==> src/core/fmo_map.svh <==
// Codes, constants, reset values and counts of the block.
// Assumes it is included by bare name after the package is compiled.
//
// What this block does
// RL1 - Reciprocal look-up: A operand, C result cycle four
// RL2 - Look-up leaves status, condition, zero alone
// RL3 - Real-to-integer gives 24-bit sign-extended integer
// RL4 - Real-to-integer spares status and zero registers
// RL5 - Integer-to-real from 24-bit, no status/zero update
// RL6 - Absolute value; denormal to zero, NaN to infinity
// RL7 - Source sets accumulate operand zero on monadics
// RL8 - Discard three results after a mode load
// RL9 - Mode load ignores cancel; keep off shadows
// RL10 - Status read goes out like a store
// RL11 - Status read/clear disable writes, pick I/O
// RL12 - Status clear zeroes all status bits
// RL13 - No-op is subtract r0 from r0, unwritten
// RL14 - Three 32-bit temporaries feed the accumulate input
// RL15 - Destination 00/01/10 pick temps three/two/one
// RL16 - Result always on C; temp loads cycle four
// RL17 - Write-disable bit set blocks general register write
// RL18 - Temporary copied in cycle two, readable next
// RL19 - Never read a temporary while it is written
// RL20 - Operand source codes pick C, B, temporaries
// RL21 - Multiplier second input: 0 B, 1 C
// RL22 - A, B, C buses 32 bits, one word each cycle
// RL23 - Source 110 gives two, 111 zero, 101 reserved
// RL24 - Function zero: second address picks misc op
`ifndef FMO_MAP_SVH
`define FMO_MAP_SVH

// Function field and misc selector codes
`define FMO_FUNC_MISC 3'h0
`define FMO_MISC_CLR 5'h00
`define FMO_MISC_STS 5'h01
`define FMO_MISC_MODE 5'h03
`define FMO_MISC_ABS 5'h04
`define FMO_MISC_FLT 5'h05
`define FMO_MISC_FIX 5'h06
`define FMO_MISC_LUT 5'h07

// Destination select codes
`define FMO_DST_T3 2'h0
`define FMO_DST_T2 2'h1
`define FMO_DST_T1 2'h2
`define FMO_DST_CBUS 2'h3

// Accumulate operand source codes
`define FMO_SRC_CBUS 3'h0
`define FMO_SRC_BBUS 3'h1
`define FMO_SRC_T2 3'h2
`define FMO_SRC_T1 3'h3
`define FMO_SRC_T3 3'h4
`define FMO_SRC_RSVD 3'h5
`define FMO_SRC_TWO 3'h6
`define FMO_SRC_ZERO 3'h7

// Single-precision constants
`define FMO_FP_TWO 32'h40000000
`define FMO_FP_ZERO 32'h00000000
`define FMO_FP_INF 32'h7f800000

// Reset values and counts
`define FMO_WORD_RST 32'h00000000
`define FMO_MODE_SETTLE_OPS 2'h3

`endif

==> src/core/fmo_pkg.sv <==
// Shared types.
// Assumes nothing of its surroundings.
package fmo_pkg;

  // One instruction word, as far as this block looks at it
  typedef struct packed {
    logic [2:0] func;
    logic [4:0] op_sel;
    logic [1:0] alu_destination_select;
    logic [2:0] accumulate_operand_source;
    logic mbin_sel;
    logic cwen_n;
    logic [1:0] condition_pin_update_field;
    logic [1:0] io_transfer_control;
  } fmo_instr_type;

  // Decoded operation class, one-hot
  typedef enum logic [7:0] {
    FMO_OP_ARITH = 8'h01,
    FMO_OP_CLR = 8'h02,
    FMO_OP_STS = 8'h04,
    FMO_OP_MODE = 8'h08,
    FMO_OP_ABS = 8'h10,
    FMO_OP_FLT = 8'h20,
    FMO_OP_FIX = 8'h40,
    FMO_OP_LUT = 8'h80
  } fmo_op_type;

  // One pipeline stage
  typedef struct packed {
    logic vld;
    logic cancel;
    fmo_op_type op;
    logic [1:0] alu_destination_select;
    logic cwen_n;
    logic [1:0] condition_pin_update_field;
    logic [31:0] a_opnd;
  } fmo_stage_type;

endpackage : fmo_pkg

==> src/core/fmo_monadic_unit.sv <==
// Combinational monadic functions.
// The caller registers the result.
`timescale 1ns/100ps
`include "fmo_map.svh"
module fmo_monadic_unit
  import fmo_pkg::*;
(
  // Operation and operand
  input wire fmo_op_type op_i,
  input wire logic [31:0] opnd_i,
  // Result
  output logic [31:0] result_o
);

  // Position of the highest set bit of a 24-bit magnitude
  function automatic logic [4:0] msb_pos(input logic [23:0] v);
    logic [4:0] p;
    p = 5'h00;
    for (int i = 0; i < 24; i++) begin
      if (v[i]) p = 5'(i);
    end
    return p;
  endfunction : msb_pos

  logic sgn;
  logic [7:0] ex;
  logic [22:0] fr;
  logic [23:0] mag;
  logic [4:0] pos;
  logic [23:0] fixmag;

  assign sgn = opnd_i[31];
  assign ex = opnd_i[30:23];
  assign fr = opnd_i[22:0];

  // Integer magnitude for float; 24-bit input sign-extended
  assign mag = opnd_i[23] ? 24'(-opnd_i[23:0]) : opnd_i[23:0];
  assign pos = msb_pos(mag);
  // Truncating shift, small exponents only
  assign fixmag = {1'b1, fr} >> (5'h17 - 5'(ex - 8'h7f));

  always_comb begin
    result_o = `FMO_FP_ZERO;
    unique case (op_i)
      FMO_OP_ABS: begin // RL6
        if (ex == 8'hff && fr != 23'h000000) result_o = `FMO_FP_INF;
        else if (ex == 8'h00) result_o = `FMO_FP_ZERO;
        else result_o = {1'b0, opnd_i[30:0]};
      end
      FMO_OP_FLT: begin // RL5
        if (mag != 24'h000000)
          result_o = {opnd_i[23], 8'(8'h7f + {3'h0, pos}),
                      23'(mag << (5'h17 - pos))};
      end
      FMO_OP_FIX: begin // RL3
        // Out of range saturates to the 24-bit limits
        if (ex >= 8'h96)
          result_o = sgn ? 32'hff800000 : 32'h007fffff;
        else if (ex >= 8'h7f)
          result_o = sgn ? 32'(-{8'h00, fixmag}) : {8'h00, fixmag};
      end
      FMO_OP_LUT: begin // RL1
        // 1/(1+f) ~ (2-f)/2: exact at the ends, coarse in between
        if (ex == 8'h00) result_o = {sgn, 8'hff, 23'h000000};
        else if (ex >= 8'hfd) result_o = {sgn, 31'h00000000};
        else if (fr == 23'h000000) result_o = {sgn, 8'(8'hfe - ex), fr};
        else result_o = {sgn, 8'(8'hfd - ex), ~fr};
      end
      default: result_o = `FMO_FP_ZERO;
    endcase
  end

endmodule : fmo_monadic_unit

==> src/core/fmo_misc_top.sv <==
// Misc monadic operations, status/mode handling and the three
// temporary accumulator registers of the floating-point unit.
// Assumes the instruction word, cancel and A/B bus values arrive on
// CLK_SYS_I from logic in the same domain, and that the external ALU
// presents its arithmetic result during each operation's third cycle.
`timescale 1ns/100ps
`include "fmo_map.svh"
module fmo_misc_top
  import fmo_pkg::*;
#(
  parameter int STATUS_W = 8,
  parameter int MODE_W = 8
) (
  // Clock and reset
  input wire logic CLK_SYS_I,
  input wire logic RSTN_I,
  // Instruction, first cycle of an operation
  input wire logic INSTR_VALID_I,
  input wire fmo_instr_type INSTR_I,
  input wire logic CANCEL_CURRENT_N_I,
  // Internal buses from the register file, first cycle
  input wire logic [31:0] A_BUS_I,
  input wire logic [31:0] B_BUS_I,
  // Arithmetic result and status events from the ALU
  input wire logic [31:0] ALU_RESULT_I,
  input wire logic [STATUS_W-1:0] STATUS_EVENT_I,
  // Result bus and operand ports, second and fourth cycles
  output logic [31:0] C_BUS_O,
  output logic [31:0] ABIN_O,
  output logic [31:0] MBIN_O,
  // Fourth-cycle write and update enables
  output logic REG_WRITE_O,
  output logic COND_UPDATE_O,
  output logic ZERO_UPDATE_O,
  output logic STATUS_UPDATE_O,
  // Status and store path
  output logic [STATUS_W-1:0] STATUS_O,
  output logic [31:0] X_STORE_DATA_O,
  output logic X_STORE_VALID_O,
  // Mode register
  output logic [MODE_W-1:0] MODE_O,
  output logic MODE_SETTLING_O
);

  ////////////////////////////////////////////////////////////////////
  // Functions

  // Decode function and selector into an operation class
  function automatic fmo_op_type decode_op(input fmo_instr_type ins);
    fmo_op_type op;
    op = FMO_OP_ARITH;
    if (ins.func == `FMO_FUNC_MISC) begin // RL24
      unique case (ins.op_sel)
        `FMO_MISC_CLR: op = FMO_OP_CLR;
        `FMO_MISC_STS: op = FMO_OP_STS;
        `FMO_MISC_MODE: op = FMO_OP_MODE;
        `FMO_MISC_ABS: op = FMO_OP_ABS;
        `FMO_MISC_FLT: op = FMO_OP_FLT;
        `FMO_MISC_FIX: op = FMO_OP_FIX;
        `FMO_MISC_LUT: op = FMO_OP_LUT;
        // Reserved selectors run as plain ALU ops
        default: op = FMO_OP_ARITH;
      endcase
    end
    return op;
  endfunction : decode_op

  // True for ops that put a computed result on the C bus here
  function automatic logic is_monadic(input fmo_op_type op);
    return (op == FMO_OP_ABS) || (op == FMO_OP_FLT) ||
           (op == FMO_OP_FIX) || (op == FMO_OP_LUT);
  endfunction : is_monadic

  // True for ops that may touch the status and zero registers
  function automatic logic may_flag(input fmo_op_type op);
    return op == FMO_OP_ARITH;
  endfunction : may_flag

  // True for ops that may touch the condition register
  function automatic logic may_cond(input fmo_op_type op);
    return (op == FMO_OP_ARITH) || (op == FMO_OP_FIX) ||
           (op == FMO_OP_FLT);
  endfunction : may_cond

  ////////////////////////////////////////////////////////////////////
  // Declarations

  fmo_op_type op1;
  logic live1;
  fmo_stage_type p2;
  fmo_stage_type p3;
  fmo_stage_type p4;
  logic [31:0] treg [1:3];
  logic [31:0] next_abin;
  logic [31:0] mono_result;
  logic [STATUS_W-1:0] status;
  logic [MODE_W-1:0] mode;
  logic [1:0] settle_cnt;
  logic live4;
  logic treg_load;

  ////////////////////////////////////////////////////////////////////
  // First cycle decode

  // Decoded class of the instruction now on the input
  assign op1 = decode_op(INSTR_I);
  // Cancel drops the op; mode load is handled separately
  assign live1 = INSTR_VALID_I & CANCEL_CURRENT_N_I;

  ////////////////////////////////////////////////////////////////////
  // Pipeline stages two to four

  // Stage two: capture the op and its A operand
  always_ff @(posedge CLK_SYS_I or negedge RSTN_I) begin
    if (!RSTN_I) begin
      p2 <= '0;
      p2.op <= FMO_OP_ARITH;
    end else begin
      p2.vld <= INSTR_VALID_I;
      p2.cancel <= ~CANCEL_CURRENT_N_I;
      p2.op <= op1;
      p2.alu_destination_select <= INSTR_I.alu_destination_select;
      p2.cwen_n <= INSTR_I.cwen_n;
      p2.condition_pin_update_field <=
        INSTR_I.condition_pin_update_field;
      p2.a_opnd <= A_BUS_I; // RL22
    end
  end

  // Stage three: the op is in the ALU
  always_ff @(posedge CLK_SYS_I or negedge RSTN_I) begin
    if (!RSTN_I) begin
      p3 <= '0;
      p3.op <= FMO_OP_ARITH;
    end else begin
      p3 <= p2;
    end
  end

  // Stage four: the result stands on the C bus
  always_ff @(posedge CLK_SYS_I or negedge RSTN_I) begin
    if (!RSTN_I) begin
      p4 <= '0;
      p4.op <= FMO_OP_ARITH;
    end else begin
      p4 <= p3;
    end
  end

  // Fourth-cycle op that still has effect
  assign live4 = p4.vld & ~p4.cancel;

  ////////////////////////////////////////////////////////////////////
  // Monadic functions

  // Computed in cycle three from the captured A operand
  fmo_monadic_unit u_monadic (
    .op_i(p3.op),
    .opnd_i(p3.a_opnd),
    .result_o(mono_result)
  );

  ////////////////////////////////////////////////////////////////////
  // C bus

  // Every result reaches the C bus in the op's fourth cycle, even
  // when a temporary is the destination
  always_ff @(posedge CLK_SYS_I or negedge RSTN_I) begin
    if (!RSTN_I) begin
      C_BUS_O <= `FMO_WORD_RST;
    end else if (is_monadic(p3.op)) begin
      C_BUS_O <= mono_result; // RL1
    end else begin
      C_BUS_O <= ALU_RESULT_I; // RL16
    end
  end

  ////////////////////////////////////////////////////////////////////
  // Temporary registers

  // Destination 11 leaves all temporaries alone
  assign treg_load = live4 &&
    (p4.alu_destination_select != `FMO_DST_CBUS);

  // Loaded in cycle four, same edge as the general register write
  always_ff @(posedge CLK_SYS_I or negedge RSTN_I) begin
    if (!RSTN_I) begin
      treg[1] <= `FMO_WORD_RST; // RL14
      treg[2] <= `FMO_WORD_RST;
      treg[3] <= `FMO_WORD_RST;
    end else if (treg_load) begin
      unique case (p4.alu_destination_select) // RL15
        `FMO_DST_T3: treg[3] <= C_BUS_O; // RL16
        `FMO_DST_T2: treg[2] <= C_BUS_O;
        `FMO_DST_T1: treg[1] <= C_BUS_O;
        default: treg[1] <= treg[1];
      endcase
    end
  end

  ////////////////////////////////////////////////////////////////////
  // Accumulate and multiplier operand select

  // Source chosen in cycle one, held on the port through cycle two;
  // a temporary loading at this edge is forwarded to its reader
  always_comb begin
    next_abin = `FMO_FP_ZERO;
    unique case (INSTR_I.accumulate_operand_source) // RL20
      `FMO_SRC_CBUS: next_abin = C_BUS_O;
      `FMO_SRC_BBUS: next_abin = B_BUS_I;
      `FMO_SRC_T2: next_abin = treg[2]; // RL18
      `FMO_SRC_T1: next_abin = treg[1];
      `FMO_SRC_T3: next_abin = treg[3];
      `FMO_SRC_TWO: next_abin = `FMO_FP_TWO; // RL23
      `FMO_SRC_ZERO: next_abin = `FMO_FP_ZERO; // RL7
      // Reserved code reads as zero
      `FMO_SRC_RSVD: next_abin = `FMO_FP_ZERO; // RL23
    endcase
    if (treg_load && {p4.alu_destination_select,
        INSTR_I.accumulate_operand_source} inside {{`FMO_DST_T3,
        `FMO_SRC_T3}, {`FMO_DST_T2, `FMO_SRC_T2},
        {`FMO_DST_T1, `FMO_SRC_T1}}) begin
      next_abin = C_BUS_O; // RL18
    end
  end

  // Accumulate input, copied during the op's second cycle
  always_ff @(posedge CLK_SYS_I or negedge RSTN_I) begin
    if (!RSTN_I) begin
      ABIN_O <= `FMO_WORD_RST;
    end else begin
      ABIN_O <= next_abin; // RL18
    end
  end

  // Multiplier second input
  always_ff @(posedge CLK_SYS_I or negedge RSTN_I) begin
    if (!RSTN_I) begin
      MBIN_O <= `FMO_WORD_RST;
    end else if (INSTR_I.mbin_sel) begin
      MBIN_O <= C_BUS_O; // RL21
    end else begin
      MBIN_O <= B_BUS_I; // RL21
    end
  end

  ////////////////////////////////////////////////////////////////////
  // Fourth-cycle enables

  // General register write; a set write-disable bit always blocks it
  assign REG_WRITE_O = live4 & ~p4.cwen_n; // RL17

  // Condition update: look-up and absolute never touch it
  assign COND_UPDATE_O = live4 & may_cond(p4.op) &
    (p4.condition_pin_update_field != 2'h0); // RL2

  // Zero register: misc ops leave it alone
  assign ZERO_UPDATE_O = live4 & may_flag(p4.op); // RL4

  // Status register update from the ALU's events
  assign STATUS_UPDATE_O = live4 & may_flag(p4.op); // RL5

  ////////////////////////////////////////////////////////////////////
  // Status register

  // Sticky events; a clear op merges no events
  always_ff @(posedge CLK_SYS_I or negedge RSTN_I) begin
    if (!RSTN_I) begin
      status <= '0;
    end else if (live4 && p4.op == FMO_OP_CLR) begin
      status <= '0; // RL12
    end else if (STATUS_UPDATE_O) begin
      status <= status | STATUS_EVENT_I; // RL6
    end
  end

  assign STATUS_O = status;

  ////////////////////////////////////////////////////////////////////
  // Status readout over the store path

  // Latched in cycle one, shown in cycle two like a store;
  // register addresses play no part
  always_ff @(posedge CLK_SYS_I or negedge RSTN_I) begin
    if (!RSTN_I) begin
      X_STORE_DATA_O <= `FMO_WORD_RST;
    end else if (live1 && op1 == FMO_OP_STS) begin
      X_STORE_DATA_O <= 32'(status); // RL10
    end
  end

  // One-cycle mark that the readout word stands on the store path
  always_ff @(posedge CLK_SYS_I or negedge RSTN_I) begin
    if (!RSTN_I) begin
      X_STORE_VALID_O <= 1'b0;
    end else begin
      X_STORE_VALID_O <= live1 && op1 == FMO_OP_STS; // RL10
    end
  end

  ////////////////////////////////////////////////////////////////////
  // Mode register

  // Loaded from the A bus in cycle one, cancelled or not, so
  // a load in a branch shadow still lands
  always_ff @(posedge CLK_SYS_I or negedge RSTN_I) begin
    if (!RSTN_I) begin
      mode <= '0;
    end else if (INSTR_VALID_I && op1 == FMO_OP_MODE) begin
      mode <= A_BUS_I[MODE_W-1:0]; // RL9
    end
  end

  assign MODE_O = mode;

  // Flags the next three ops for the source to drop;
  // advice only, nothing is suppressed
  always_ff @(posedge CLK_SYS_I or negedge RSTN_I) begin
    if (!RSTN_I) begin
      settle_cnt <= 2'h0;
    end else if (INSTR_VALID_I && op1 == FMO_OP_MODE) begin
      settle_cnt <= `FMO_MODE_SETTLE_OPS; // RL8
    end else if (INSTR_VALID_I && settle_cnt != 2'h0) begin
      settle_cnt <= settle_cnt - 2'h1;
    end
  end

  assign MODE_SETTLING_O = settle_cnt != 2'h0;

endmodule : fmo_misc_top

==> config.mk <==
export PLATFORM = sky130hd
export DESIGN_NAME = fmo_misc_top
export DESIGN_NICKNAME = d
export VERILOG_FILES = /design/src/core/fmo_pkg.sv /design/src/core/fmo_monadic_unit.sv /design/src/core/fmo_misc_top.sv
export VERILOG_INCLUDE_DIRS = /design/src /design/src/core
export SDC_FILE = /design/constraint.sdc
export NUM_CORES = 1
export LEC_CHECK = 0
export ABC_AREA = 1
export BUFFER_PORTS_ARGS = -buffer_cell sky130_fd_sc_hd__buf_2
export CORE_ASPECT_RATIO = 0.6
export CORE_MARGIN = 2
export CORE_UTILIZATION = 35
export CTS_CLUSTER_DIAMETER = 150
export CTS_CLUSTER_SIZE = 8
export DETAILED_ROUTE_END_ITERATION = 10
export GPL_ROUTABILITY_DRIVEN = 0
export MAX_ROUTING_LAYER = met4
export PLACE_DENSITY_LB_ADDON = 0.25
export SLEW_MARGIN = 5
export SYNTH_ARGS = -nofsm -noshare
export SYNTH_HDL_FRONTEND = slang
export SYNTH_SLANG_ARGS = --single-unit
==> constraint.sdc <==
create_clock -name CLK_SYS_I -period 3.5 [get_ports CLK_SYS_I]
set_clock_uncertainty 0.2 [all_clocks]
set_input_delay 0.525 -clock CLK_SYS_I [delete_from_list [all_inputs] [get_ports CLK_SYS_I]]
set_output_delay 0.525 -clock CLK_SYS_I [all_outputs]
set_load 0.005 [all_outputs]
==> results.toml <==
[synthesis]
synth_edf_count = 0
yosysSeqAreaShare = 0.489
postSynth.asyncResetShare = 1.00
synth.lib_cells_used.distinct = 58
yosys_warnings = 0
most_area_hungry_cell_type_in_the_yosys_netlist = "sky130_fd_sc_hd__dfrtp_1"
synthMostInstantiatedCell = "sky130_fd_sc_hd__nand2_1"
synth.top_cell.area_share = 0.484
syn_inst = 2092
syn_area_per_cell_um2 = 8.03
post_synth_instance_area_um2 = 16800
synth_top_flop_cell = "sky130_fd_sc_hd__dfrtp_1"
ys_seq_elements = 328
ys_top_cells_by_count = "sky130_fd_sc_hd__nand2_1, sky130_fd_sc_hd__dfrtp_1, sky130_fd_sc_hd__o21ai_0"
yosys-top-cells-area = "sky130_fd_sc_hd__dfrtp_1, sky130_fd_sc_hd__nand2_1, sky130_fd_sc_hd__o21ai_0"

[final_layout]
antenna-diode-count = 0
final-instance-count-excl-fill = 3370
area_growth_pct = 48.1
final_layout_size_suffix_gt1_frac = 0.379
finish.net_count = 2858
layout.cell_area.non_filler_um2 = 24900
utilization = 0.523

[route]
vias_per_cell = 5.18
wire_per_inst_um = 18.8
finalWirelength_mm = 63.3
ant_nets = 0
drt-pass1-iter-count = 8
drcViolationCount = 0
initialDrtViolationCount = 2016
via_count = 17400

[global_route]
grt_remaining_overflow = 0
via_count_of_the_first_global_routing_pass = 16300
grt_util_all_layers = 0.245
grt_start_max_net_pins = 88
grt_pass1_wl_mm = 92.0
antenna_found_initial = 0

[critical_path]
worst-setup-path-type = "register to register"
r2r_slack_ns = -0.24
worst_ep_arrival_time_ns = 3.99
worstSetupStartpointType = "register"
first_element_of_the_critical_path = "p3[23]$_DFF_PN0_"
peak_fanout_along_the_critical_path = 7
cp-endpoint = "C_BUS_O[12]$_DFF_PN0_"
worstSetupEndpointType = "register"
crit_required_ns = 3.75
reg2reg_to = "C_BUS_O[12]$_DFF_PN0_"
rr_startpoint = "p3[23]$_DFF_PN0_"
worst_r2r_path_depth = 24

[sta]
finalCritPeriodShare = 1.07
finalMaxSlewViolations = 0
worst_slew_pin_slew_ns = 0.840
finalSetupViolCount = 30
timing.final.ws_setup_ns = -0.238
fin_tns_setup_ns = -4.21
finalCriticalPeriod_ns = 3.74
timing.final.hold_violations = 0
max_freq_mhz = 268
grt_setup_unrepaired = "true"
slew_headroom = 0.438

[outcome]
status = "complete, but fails checks"
failed_checks = "negative setup slack"

[floorplanning]
initial_utilization = 0.353
fp.dieArea_um2 = 49800
placeableCoreArea_um2 = 47600
num_io_pins = 277
die_width_um = 287
fp.dieH_um = 174
std_cell_rows = 62

[pwr]
post-layout-total-power_mw = 11.1
max-vdd-ir-drop_mv = 0.335
powerDensity_nw_per_um2 = 445
power.static_leakage_nw = 12.2

[placed_design]
dp_hpwl_mm = 44.7
numPortBuffers = 250
placed_cells = 3176
placement.cell_area_um2 = 20700

[run]
maxCapViolations = 0

[min_path]
timing.hold.worst_path_depth = 3
hold_start = "ALU_RESULT_I[28]"
min-delay-path-class = "input port to register"

[clock_tree]
tritoncts_clock_tree = "built"
max-clock-path-buffers = 3
cts-buffers-inserted = 46
cts.sink_count = 328
cts.reportedPaths.clkPinSlew_ns = 0.05
insertion_delay_ns = 0.57
cts-root-buf = "sky130_fd_sc_hd__clkbuf_16"
htreeDepth = 2
==> cells by family after synthesis <==
group,Yosys count,synth area share
and+or+nand+nor,885,0.228
adders and majority gates,13,0.00968
AOI/OAI and AO/OA,478,0.159
muxes,12,0.00774
buffers and inverters,349,0.0909
DFF,328,0.489
other,1,0.000223
xor gates and xnor gates,26,0.0153
==> area by class of cell <==
cell class | count | area, um2
multi-input combinational | 1439 | 8790
sequential | 328 | 8210
tap | 640 | 801
fill | 4392 | 22700
clock buffer | 58 | 1200
inverter | 224 | 880
timing repair buffer | 677 | 4960
clock inverter | 2 | 36.3
timing repair inverter | 2 | 16.3
==> sequential cells by signal, summed over array words and instances, names as in the netlist, 8 cells and up <==
signal and count:
p4 15, C_BUS_O 32, X_STORE_DATA_O 8, p2 47
ABIN_O 32, p3 47, treg 96, MBIN_O 32
MODE_O 8, STATUS_O 8
==> worst min-delay path by stage <==
| stage | end | slack [ns] |
|---|---|---|
| floorplan | ABIN_O[0]$_DFF_PN0_ | 0.03 |
| detailed placement | p3[11]$_DFF_PN0_ | 0.13 |
| CTS | C_BUS_O[29]$_DFF_PN0_ | 0.0007 |
| global placement | p3[44]$_DFF_PN0_ | 0.13 |
| global route | C_BUS_O[31]$_DFF_PN0_ | 0.007 |
| finish | C_BUS_O[28]$_DFF_PN0_ | 0.006 |
==> routing by layer <==
metal	vias to the layer above	wire, um	global-route usage
li1	8143	-	-
met1	8294	28100	0.351
met2	875	26900	0.340
met3	132	6390	0.0588
met4	0	1990	0.0740
met5	-	0	-
==> cells in the final DEF (no fill, tap or decap), drive strengths merged, types with 6 or more instances in the layout <==
cell type	instances
nor2	147
a211oi	6
nor4	9
or2	10
conb	24
a21oi	65
clkbuf	63
dlygate4sd3	51
o21ai	327
nand2	483
buf	621
clkinv	6
nand3	186
o211ai	10
nand4	12
nor3	33
mux2	8
a31oi	15
ha	13
dfrtp	325
xor2	25
inv	221
a221oi	34
==> critical path: stages (launching register included) <==
cell                       delay [ns]
sky130_fd_sc_hd__dfrtp_2         0.48
sky130_fd_sc_hd__inv_4           0.08
sky130_fd_sc_hd__ha_4            0.33
sky130_fd_sc_hd__clkinv_8        0.09
sky130_fd_sc_hd__buf_6           0.13
sky130_fd_sc_hd__buf_4           0.13
sky130_fd_sc_hd__nand2_1         0.08
sky130_fd_sc_hd__nand2_2         0.10
sky130_fd_sc_hd__o21ai_2         0.18
sky130_fd_sc_hd__nand2_2         0.08
sky130_fd_sc_hd__nand2_2         0.10
sky130_fd_sc_hd__nand2_2         0.09
sky130_fd_sc_hd__ha_4            0.18
sky130_fd_sc_hd__nand3_4         0.08
sky130_fd_sc_hd__nor2_4          0.05
sky130_fd_sc_hd__nand2_2         0.08
sky130_fd_sc_hd__nor3_4          0.05
sky130_fd_sc_hd__buf_4           0.13
sky130_fd_sc_hd__inv_1           0.09
sky130_fd_sc_hd__o31ai_2         0.07
sky130_fd_sc_hd__or2_2           0.34
sky130_fd_sc_hd__a31oi_4         0.22
sky130_fd_sc_hd__nand3_1         0.10
sky130_fd_sc_hd__o21ai_1         0.08
sky130_fd_sc_hd__inv_1           0.06
==> report_power, final <==
part           switching, mW  internal, mW  leakage (nW)
Sequential             0.222          4.17          4.03
Clock                   1.61          2.36         0.598
Combinational           1.54          1.17          7.55
Total                   3.38          7.70          12.2
==> per-stage QoR <==
stage	hold WS (ns)	setup slack, ns
detailed placement	0.135	-0.348
CTS	0.000705	-0.140
global route	0.00655	-0.448
global placement	0.134	-0.282
finish	0.00552	-0.238
floorplan	0.0294	-0.0714
==> timing repair <==
| action | in CTS | in global routing |
|---|---|---|
| setup buffers | 27 | 49 |
| hold buffers | 50 | 1 |
| endpoints found under the hold margin | 127 | 1 |
| pin swaps | 63 | 102 |
| gates resized for setup | 159 | 286 |
| gates cloned | 2 | 6 |
| setup endpoints to repair | 32 | 32 |
Power figures use the tool's default switching activity.
